--- config.mk ---
export PLATFORM = sky130hd
export DESIGN_NAME = cilc_top
export DESIGN_NICKNAME = d
export VERILOG_FILES = /design/src/cilc_pkg.sv /design/src/cilc_top.sv
export SDC_FILE = /design/constraint.sdc
export NUM_CORES = 1
export LEC_CHECK = 0
export ABC_AREA = 0
export BUFFER_PORTS_ARGS = -buffer_cell sky130_fd_sc_hd__buf_4
export CORE_ASPECT_RATIO = 1.5
export CORE_UTILIZATION = 50
export CTS_BUF_LIST = sky130_fd_sc_hd__clkbuf_2 sky130_fd_sc_hd__clkbuf_4 sky130_fd_sc_hd__clkbuf_8
export DETAILED_ROUTE_END_ITERATION = 8
export GPL_ROUTABILITY_DRIVEN = 0
export HOLD_SLACK_MARGIN = 0.08
export PLACE_DENSITY_LB_ADDON = 0.3
export SETUP_SLACK_MARGIN = 0.15
export SYNTH_ARGS = -nofsm -noshare
export SYNTH_HDL_FRONTEND = slang
export SYNTH_SLANG_ARGS = --single-unit
--- constraint.sdc ---
create_clock -name I_SYS_CLK -period 2.1 [get_ports I_SYS_CLK]
set_input_delay 0.315 -clock I_SYS_CLK [delete_from_list [all_inputs] [get_ports I_SYS_CLK]]
set_output_delay 0.315 -clock I_SYS_CLK [all_outputs]
set_load 0.01 [all_outputs]
--- src/cilc_pkg.sv ---
// Constants for the chassis identify indicator controller.
// Assumes a 125 MHz system clock.
package cilc_pkg;

    // ------------------------------------------------------------
    // Timing
    // ------------------------------------------------------------
    localparam int unsigned CILC_CLK_HZ        = 125000000;
    localparam int unsigned CILC_BLINK_HZ      = 1;
    localparam int unsigned CILC_HALF_PERIOD_CYC = CILC_CLK_HZ / (2 * CILC_BLINK_HZ);
    localparam int unsigned CILC_CNT_W         = 27;

    // ------------------------------------------------------------
    // Reset values
    // ------------------------------------------------------------
    localparam logic CILC_RST_PHASE = 1'b0;
    localparam logic CILC_RST_BTN   = 1'b0;

    // ------------------------------------------------------------
    // Indicator states
    // ------------------------------------------------------------
    typedef enum logic [2:0] {
        CILC_OFF   = 3'h1,
        CILC_SOLID = 3'h2,
        CILC_BLINK = 3'h4
    } cilc_state_t;

    // ------------------------------------------------------------
    // Output and state reset values
    // ------------------------------------------------------------
    localparam cilc_state_t CILC_RST_STATE  = CILC_OFF;
    localparam logic        CILC_RST_LED_N  = 1'b1;
    localparam logic        CILC_RST_ACTIVE = 1'b0;

endpackage

--- src/cilc_top.sv ---
// Chassis identify indicator controller: button and command sources.
// Assumes button and command inputs are synchronous, debounced levels/pulses.
`timescale 1ns/10ps
`default_nettype none

// Behaviour
// - Button press toggles steady on/off; from blinking it goes steady.
// - Chassis and vendor commands also set indicator.
// - Button activation gives steady lit indicator.
// - Command activation blinks at 1 Hz; inactive dark.
// - No lock-out between sources; in one cycle vendor beats chassis beats button.
// - Newest activation replaces all earlier ones.
// - Second press without command turns off.
module cilc_top
    import cilc_pkg::*;
(
    input  wire logic I_SYS_CLK,
    input  wire logic I_RST,
    input  wire logic I_FRONT_PANEL_IDENTIFY_BUTTON,
    input  wire logic I_CHASSIS_IDENTIFY_REQ,
    input  wire logic I_CHASSIS_IDENTIFY_ON,
    input  wire logic I_VENDOR_IDENTIFY_REQ,
    input  wire logic I_VENDOR_IDENTIFY_ON,
    output logic      O_IDENTIFY_INDICATOR_OUT_N,
    output logic      O_IDENTIFY_ACTIVE
);

    // ------------------------------------------------------------
    // Internal signals
    // ------------------------------------------------------------
    logic                  btn_reg;
    logic                  btn_next;
    logic                  press;
    logic                  chs_hit;
    logic                  vnd_hit;
    cilc_state_t           chs_target;
    cilc_state_t           vnd_target;
    cilc_state_t           state_reg;
    cilc_state_t           state_next;
    logic [CILC_CNT_W-1:0] cnt_reg;
    logic [CILC_CNT_W-1:0] cnt_next;
    logic                  wrap;
    logic                  phase_reg;
    logic                  phase_next;
    logic                  led_n_next;
    logic                  active_next;

    // ------------------------------------------------------------
    // Command decoding
    // ------------------------------------------------------------
    // Maps the qualifier of a request to the state it asks for.
    function automatic cilc_state_t cmd_target
    (
        input logic on_flag
    );
        cilc_state_t target;
        begin
            target = CILC_OFF;
            if (on_flag)
                target = CILC_BLINK;
            return target;
        end
    endfunction

    // ------------------------------------------------------------
    // Button edge detection
    // ------------------------------------------------------------
    // The previous level is kept so a held button counts once.
    assign btn_next = I_FRONT_PANEL_IDENTIFY_BUTTON;

    always_ff @(posedge I_SYS_CLK)
    begin
        if (I_RST)
        begin
            btn_reg <= CILC_RST_BTN;
        end
        else
        begin
            btn_reg <= btn_next;
        end
    end

    assign press = btn_next & ~btn_reg;

    // ------------------------------------------------------------
    // Command sources
    // ------------------------------------------------------------
    assign chs_hit    = I_CHASSIS_IDENTIFY_REQ;
    assign vnd_hit    = I_VENDOR_IDENTIFY_REQ;
    assign chs_target = cmd_target(I_CHASSIS_IDENTIFY_ON);
    assign vnd_target = cmd_target(I_VENDOR_IDENTIFY_ON);

    // ------------------------------------------------------------
    // Source arbitration
    // ------------------------------------------------------------
    // A command in the same cycle as a press is taken as the later one.
    always_comb
    begin
        state_next = state_reg;
        if (press)
        begin
            if (state_reg == CILC_SOLID)
            begin
                state_next = CILC_OFF;
            end
            else
            begin
                state_next = CILC_SOLID;
            end
        end
        if (chs_hit)
        begin
            state_next = chs_target;
        end
        if (vnd_hit)
        begin
            state_next = vnd_target;
        end
    end

    // ------------------------------------------------------------
    // Indicator state
    // ------------------------------------------------------------
    always_ff @(posedge I_SYS_CLK)
    begin
        if (I_RST)
        begin
            state_reg <= CILC_RST_STATE;
        end
        else
        begin
            state_reg <= state_next;
        end
    end

    // ------------------------------------------------------------
    // Blink prescaler
    // ------------------------------------------------------------
    // The count restarts whenever blinking stops, so each blink starts lit.
    assign wrap = (cnt_reg == CILC_CNT_W'(CILC_HALF_PERIOD_CYC - 1));

    always_comb
    begin
        cnt_next = cnt_reg + CILC_CNT_W'(1);
        if (state_reg != CILC_BLINK || wrap)
        begin
            cnt_next = '0;
        end
    end

    always_ff @(posedge I_SYS_CLK)
    begin
        if (I_RST)
        begin
            cnt_reg <= '0;
        end
        else
        begin
            cnt_reg <= cnt_next;
        end
    end

    // ------------------------------------------------------------
    // Blink phase
    // ------------------------------------------------------------
    always_comb
    begin
        phase_next = phase_reg;
        if (state_reg != CILC_BLINK)
        begin
            phase_next = CILC_RST_PHASE;
        end
        else if (wrap)
        begin
            phase_next = ~phase_reg;
        end
    end

    always_ff @(posedge I_SYS_CLK)
    begin
        if (I_RST)
        begin
            phase_reg <= CILC_RST_PHASE;
        end
        else
        begin
            phase_reg <= phase_next;
        end
    end

    // ------------------------------------------------------------
    // Indicator drive
    // ------------------------------------------------------------
    always_comb
    begin
        led_n_next = CILC_RST_LED_N;
        unique case (state_reg)
            CILC_SOLID: led_n_next = 1'b0;
            CILC_BLINK: led_n_next = phase_reg;
            CILC_OFF:   led_n_next = 1'b1;
            default:    led_n_next = 1'b1;
        endcase
    end

    always_ff @(posedge I_SYS_CLK)
    begin
        if (I_RST)
        begin
            O_IDENTIFY_INDICATOR_OUT_N <= CILC_RST_LED_N;
        end
        else
        begin
            O_IDENTIFY_INDICATOR_OUT_N <= led_n_next;
        end
    end

    // ------------------------------------------------------------
    // Activity flag
    // ------------------------------------------------------------
    assign active_next = (state_reg != CILC_OFF);

    always_ff @(posedge I_SYS_CLK)
    begin
        if (I_RST)
        begin
            O_IDENTIFY_ACTIVE <= CILC_RST_ACTIVE;
        end
        else
        begin
            O_IDENTIFY_ACTIVE <= active_next;
        end
    end

endmodule

`default_nettype wire

=== Word-level counts from Yosys, hierarchy flattened ===
Index checks and enable logic that the tools add are counted.

* $add $sub $neg: 1
* Equality and inequality tests: 5
* Mux-type cells: 7
* Bitwise gates (word level): 3
* Reductions and logical operators: 4

{| class="wikitable"
|+ Operators by type and width
! operator !! count
|-
| 27-bit by 1-bit adder with 27-bit output (second input constant) || 1
|-
| 27-bit by 26-bit equality test with 1-bit output (second input constant) || 1
|-
| 3-bit two-way mux || 5
|-
| 2-bit OR reduction || 2
|-
| 3-bit by 2-bit equality test with 1-bit output (second input constant) || 1
|-
| 3-bit equality test (second input constant) || 1
|-
| 3-bit by 1-bit != test with 1-bit output (second input constant) || 1
|-
| 3-bit != test (second input constant) || 1
|-
| 3-bit nonzero test || 1
|-
| 2-bit two-way mux || 1
|-
| 1-bit NOT || 2
|-
| 1-bit one-hot mux with 2 select lines || 1
|-
| 1-bit bitwise AND || 1
|-
| 1-bit logical OR || 1
|}

* Flip-flop bits (word level): 34
* Input port bits: 7
* Output and inout port bits: 2
* Word-level logic and storage cells: 26

=== Longest topological paths before layout ===
Gate-level depths: netlist (run 1).

* Word-level depth: 5
* Depth in mapped cells: 7
* Depth with buffers taken out: 5

=== Worst setup path after synthesis (run 1) ===
Ideal clock, no wire load.

* Path kind: register to register
* Start point: register cnt_reg[0]
* End point: register cnt_reg[22]
* Library setup time: 80 ps
* Data arrival time: 1963 ps
* Data required time: 2020 ps
* Setup slack: 57 ps
* Cell stages (with the launch flop): 7
* Path buffers: 1
* Period minus slack after synthesis: 2043 ps
* Cell sequence: dfxtp_1 -> ha_1 -> nand4_2 -> or4_1 -> buf_2 -> or4_4 -> a211oi_2

* Word-level cells in the longest chain between the ends: 3
* Elaborated cells on any way between the ends: 4
* Classes of those cells: 1 x add/sub; 1 x eq/ne; 2 x reduce/logical

{| class="wikitable"
|+ RTL lines
! what !! line !! source
|-
| start, declared || cilc_top.sv:40 || <nowiki>logic [CILC_CNT_W-1:0] cnt_reg;</nowiki>
|-
| start signal, assigned || cilc_top.sv:159 || <nowiki>cnt_reg <= cnt_next;</nowiki>
|-
| branches (longest 3 deep; another with 27-bit by 1-bit adder with 27-bit output) || -- ||
|}

Parallel ways; which one is timed is not known.
A chain may end at the register's enable or synchronous reset.

=== Final worst setup path (run 1) ===
* Start point: register cnt_reg[9]
* End point: register cnt_reg[22]

The elaborated chain is that of the path after synthesis.

==> results of run 1 <==
power by group through the flow:
| stage | combinational (mW) | sequential, mW | clock, mW |
|---|---|---|---|
| 2_1_floorplan | 0.0172 | 0.672 | 0 |
| 3_3_place_gp | 0.0355 | 0.671 | 0 |
| 3_5_place_dp | 0.0376 | 0.672 | 0 |
| 4_1_cts | 0.0376 | 0.657 | 0.513 |
| 5_1_grt | 0.0420 | 0.658 | 0.542 |
| 6_report | 0.0376 | 0.658 | 0.504 |
cells in the final DEF (no fill, tap or decap), types with 2 or more instances in the layout:
master,synthesis,final
xor2_1,6,6
a21oi_1,4,4
nor3b_1,3,3
or4_1,7,6
nand4_1,7,7
and4_1,4,4
nand2_1,10,9
a211oi_1,11,11
dfxtp_1,34,27
and3_1,3,3
dfxtp_2,0,7
nor2_1,2,2
nor2b_1,4,4
inv_1,4,4
xnor2_1,7,7
or3_1,6,6
buf_4,0,16
nor4_1,4,4
nand4_2,2,2
nand4b_1,2,2
clkbuf_8,0,6
o31ai_1,7,7
nor3_1,22,22
nand3_1,10,9
o21ai_0,10,10
or4_4,2,3
what timing repair did:
| item | in CTS | in global routing |
|---|---|---|
| setup buffers | 0 | 2 |
| setup endpoints to repair | 3 | 13 |
| pin swaps | 0 | 1 |
| gates resized for setup | 2 | 9 |
cell type report:
class / count / area (um^2)
fill: 273 / 1240
timing repair buffer: 16 / 120.1
clock inverter: 1 / 5.005
inverter: 4 / 15.01
multi-input combinational: 143 / 980.9
tap: 40 / 50.05
clock buffer: 7 / 90.09
sequential: 34 / 689.4
layer usage:
layer	track usage, %	wire, um	vias up
met5	0	0	-
met2	40.03	1990	50
met4	12.38	112	0
met1	25.87	1625	739
li1	-	-	759
met3	6.667	173	14
per-stage QoR:
step / hold WS (ns) / cell area (um^2) / setup slack [ns] / util, %
after floorplan: 0.3841 / 1702 / 0.1633 / -
after global placement: 0.4223 / 1812 / 0.1765 / 56.78
after detailed placement: 0.4361 / 1812 / 0.1245 / 56.78
after CTS: 0.2294 / 1913 / 0.1586 / 59.96
after global routing: 0.2355 / 1951 / 0.1191 / 61.14
final: 0.2304 / 1951 / 0.1989 / 61.14
final timing paths:
| path | startpoint | end | slack, ns | depth (start not counted) |
|---|---|---|---|---|
| worst max register to register | cnt_reg[9]$_SDFF_PP0_ | cnt_reg[22]$_SDFF_PP0_ | 0.20 | 4 |
| worst max-delay path | cnt_reg[9]$_SDFF_PP0_ | cnt_reg[22]$_SDFF_PP0_ | 0.20 | 4 |
| worst min-delay path | I_RST | O_IDENTIFY_ACTIVE$_SDFF_PP0_ | 0.23 | 2 |
| worst min register to register | cnt_reg[0]$_SDFF_PP0_ | cnt_reg[0]$_SDFF_PP0_ | 0.49 | 1 |
kinds of logic (layout without fill, tap and decap cells):
group / count (synthesis) / count (layout) / share of synthesized area (%)
xor+xnor: 13 / 13 / 6.731
simple gates: 95 / 95 / 35.58
fa+ha+maj: 1 / 1 / 0.7395
flops: 34 / 34 / 40.24
mux: 1 / 1 / 0.6656
buf+inv: 13 / 28 / 3.180
compound gates: 33 / 33 / 12.87
==> results_dict.tcl, run 1 <==
set metrics [dict create \
    cp-end-kind "register" \
    cts_hold_buf 0 \
    p_comb_share_pct 3.1 \
    finalCritPeriodShare_pct 90.53 \
    synth_ff_type "dfxtp_1" \
    yosysUniqueCellTypes 36 \
    min_path_type "in2reg" \
    final_max_slew_viol_count 0 \
    power_density_nw_per_um2 614.7 \
    finClkSkew_ns 0.005256 \
    drt-total-wl_um 3901 \
    p_sw_mw 0.2503 \
    grt_max_degree 29 \
    overflow 0 \
    async_flop_share_pct 0 \
    wl_per_cell_um 15.92 \
    crit_required_ns 2.32 \
    synth_area_leader_cell "dfxtp_1" \
    avgSynthCellArea_um2 8.903 \
    cts_tree "done" \
    ant_nets 0 \
    setup_viol 0 \
    dr.pass1.iters 6 \
    synth_warnings 0 \
    power.leakage_nw 0.5862 \
    cp_slowest_cell "or4_4" \
    path_cells "nand4_1, or4_4, or4_4, a211oi_2" \
    syn_nets 198 \
    htreeDepth 2 \
    largest_reg_flops 27 \
    drive_gt1_share_pct 21.46 \
    cpMostUsedCell "or4_4" \
    vdd_drop_max_v 0.0004745 \
    place_inst 235 \
    hold_viol_final 0 \
    core-area_um2 3191 \
    yosys-top-cells-count "34 x dfxtp_1, 22 x nor3_1, 11 x a211oi_1" \
    setup_tns_ns 0 \
    path_delay_family "simple AND/OR/NAND/NOR gates" \
    dp_hpwl_um 2717 \
    crit_fanout 8 \
    p_total_mw 1.199 \
    die_width_um 49.49 \
    clock_sinks 34 \
    p_sw_share_pct 20.87 \
    fin_nets 212 \
    synth.most_common_cell "dfxtp_1" \
    slowest_delay_ns 0.58 \
    postSynthCellCount 190 \
    synth.yosys.seq_area_share_pct 40.24 \
    worstSetupStartpointType "register" \
    arrival_ns 2.12 \
    std_cell_rows 25 \
    clockBufferDepth 2 \
    vias 1562 \
    antenna_found_initial 0 \
    track_usage_pct 23.31 \
    maxCapViolCount 0 \
    grt_pass1_wl_um 6327 \
    rsz0062_at_grt "yes" \
    criticalPathCategory "reg2reg" \
    drc 0 \
    synth_area_leaders "dfxtp_1 40%, nor3_1 6.5%, a211oi_1 4.9%, xnor2_1 3.6%, o31ai_1 3.1%" \
    tightest_slew_ns 0.5261 \
    finalNonFillerCells 245 \
    clock_latency_ns 0.29 \
    grt_pass1_vias 1378 \
    start_util_pct 53.02 \
    internal_power_mw 0.9488 \
    synth_top_cell_area_share_pct 40.24 \
    fmax_mhz 526.0 \
    netlist_area_um2 1692 \
    clock-root-buffer "clkbuf_8" \
    pwr-share-clk_pct 42.0 \
    die_area_um2 3625 \
    ys_ff_latch 34 \
    critPathBufInv 0 \
    drtIter0Drc 80 \
    max-slew-margin-rel_pct 64.60 \
    status "finished, final reports clean" \
    portBuffers 8 \
    cts_buffers 5 \
    cts.clk_slew.worst_paths_ns 0.07 \
    fin_crit_ns 1.901 \
    seqPwrFrac_pct 54.9 \
    insertedDiodeCount 0 \
    io_pins 9 \
    vias_per_cell 6.376 \
    synth-edff-count 0 \
    area_growth_pct 15.31 \
    die-height_um 73.24 \
]
No activity file was read; power rests on OpenSTA's default activity.
==> run 2, diff against run 1 <==
--- a/config.mk
+++ b/config.mk
@@ -8,7 +8,7 @@
 export ABC_AREA = 0
 export BUFFER_PORTS_ARGS = -buffer_cell sky130_fd_sc_hd__buf_4
 export CORE_ASPECT_RATIO = 1.5
-export CORE_UTILIZATION = 50
+export CORE_UTILIZATION = 45
 export CTS_BUF_LIST = sky130_fd_sc_hd__clkbuf_2 sky130_fd_sc_hd__clkbuf_4 sky130_fd_sc_hd__clkbuf_8
 export DETAILED_ROUTE_END_ITERATION = 8
 export GPL_ROUTABILITY_DRIVEN = 0
==> results_dict.tcl, run 2 (same netlist as run 1, synthesis figures left out) <==
set metrics [dict create \
    status "finished, final reports clean" \
    p_comb_share_pct 3.1 \
    p_total_mw 1.193 \
    fmax_mhz 530.4 \
    whs_ns 0.2344 \
    std_cell_rows 26 \
    pwr-share-clk_pct 41.9 \
    core-area_um2 3513 \
    p_sw_mw 0.2458 \
    pre_cts_ws_ns 0.09177 \
    drc 0 \
    die_area_um2 4013 \
    finClkSkew_ns 0.004241 \
    portBuffers 8 \
    power.leakage_nw 0.5841 \
    max-slew-margin-rel_pct 73.53 \
    die_width_um 52.06 \
    crit_required_ns 2.31 \
    track_usage_pct 21.06 \
    clock-root-buffer "clkbuf_8" \
    dp_hpwl_um 2716 \
    rsz0062_at_grt "no" \
    place_inst 237 \
    clockBufferDepth 2 \
    p_sw_share_pct 20.60 \
    final_max_slew_viol_count 0 \
    drt-total-wl_um 3738 \
    cts_tree "done" \
    setup_viol 0 \
    grt_max_degree 29 \
    cts_hold_buf 0 \
    finalInstanceArea_um2 1956 \
    power_density_nw_per_um2 610.3 \
    dr.pass1.iters 4 \
    tightest_slew_ns 0.3935 \
    antenna_found_initial 0 \
    fin_nets 211 \
    ant_nets 0 \
    criticalPathCategory "reg2reg" \
    seqPwrFrac_pct 55.0 \
    die-height_um 77.09 \
    crit_fanout 8 \
    hold_viol_final 0 \
    finalCritPeriodShare_pct 89.78 \
    fin_crit_ns 1.885 \
    layout_common_cells "22 x nor3_1, 21 x dfxtp_1, 15 x buf_4, 12 x dfxtp_2, 11 x a211oi_1" \
    vdd_drop_max_v 0.0003825 \
    setup_tns_ns 0 \
    htreeDepth 2 \
    drive_gt1_share_pct 24.02 \
    largest_reg_flops 27 \
    grt_pass1_vias 1473 \
    final_common_cell "nor3_1" \
    finalWorstSetupSlack_ns 0.2147 \
    place_area_um2 1814 \
    maxCapViolCount 0 \
    vias_per_cell 5.959 \
    internal_power_mw 0.9476 \
    io_pins 9 \
    arrival_ns 2.09 \
    overflow 0 \
    regArea_um2 699.4 \
    cts_buffers 5 \
    area_growth_pct 15.61 \
    start_util_pct 48.15 \
    drtIter0Drc 55 \
    multiInputGateArea_um2 980.9 \
    vias 1466 \
    min_path_type "in2reg" \
    wl_per_cell_um 15.20 \
    insertedDiodeCount 0 \
    utilization_pct 55.66 \
    num-fill-cells 325 \
    worstSetupStartpointType "register" \
    finalNonFillerCells 246 \
    clock_latency_ns 0.28 \
    ff2ff_setup_slack_ns 0.21 \
    grt_pass1_wl_um 6354 \
    cts.clk_slew.worst_paths_ns 0.07 \
    cp-end-kind "register" \
    clock_sinks 34 \
]
run 2: cell types whose count changed in the layout (fill, tap and decap cells not counted), sizes merged:
cell  change
buf       -1
run 2: power groups by stage:
stage | Sequential, mW | Combinational [mW] | Clock (mW)
floorplan | 0.672 | 0.0172 | 0
global placement | 0.671 | 0.0353 | 0
detailed placement | 0.672 | 0.0366 | 0
CTS | 0.657 | 0.0369 | 0.522
global route | 0.657 | 0.0417 | 0.544
finish | 0.656 | 0.0371 | 0.500
run 2: metal layers:
| layer | vias up | global-route usage, % | routed length, um |
|---|---|---|---|
| met3 | 7 | 4.762 | 67 |
| li1 | 751 | - | - |
| met2 | 19 | 33.72 | 1941 |
| met4 | 0 | 13.78 | 83 |
| met5 | - | 0 | 0 |
| met1 | 689 | 24.00 | 1645 |
run 2: repair_timing:
| item | 4_1_cts | 5_1_grt |
|---|---|---|
| buffers inserted | 0 | 1 |
| gates cloned | 0 | 0 |
| endpoints found under the setup margin | 2 | 9 |
| pin swaps | 1 | 1 |
| gates resized for setup | 4 | 14 |
run 2: path summary, 6_finish.rpt:
kind | from | endpoint | cells past startpoint
min reg2reg | cnt_reg[0]$_SDFF_PP0_ | cnt_reg[0]$_SDFF_PP0_ | 1
min | I_RST | O_IDENTIFY_ACTIVE$_SDFF_PP0_ | 2
max | cnt_reg[0]$_SDFF_PP0_ | cnt_reg[22]$_SDFF_PP0_ | 5
max reg2reg | cnt_reg[0]$_SDFF_PP0_ | cnt_reg[22]$_SDFF_PP0_ | 5
run 2: area by class of cell:
class | count | share of cell area, %
tap | 42 | 2.687
sequential | 34 | 35.76
clock inverter | 1 | 0.2559
multi-input combinational | 143 | 50.16
timing repair buffer | 15 | 5.758
clock buffer | 7 | 4.607
inverter | 4 | 0.7678
run 2: worst max-delay path, stage by stage (launching register included):
cell and delay [ns]:
dfxtp_4 0.38, ha_4 0.16, nand4_2 0.13, or4_4 0.47
or4_4 0.43, a211oi_2 0.23
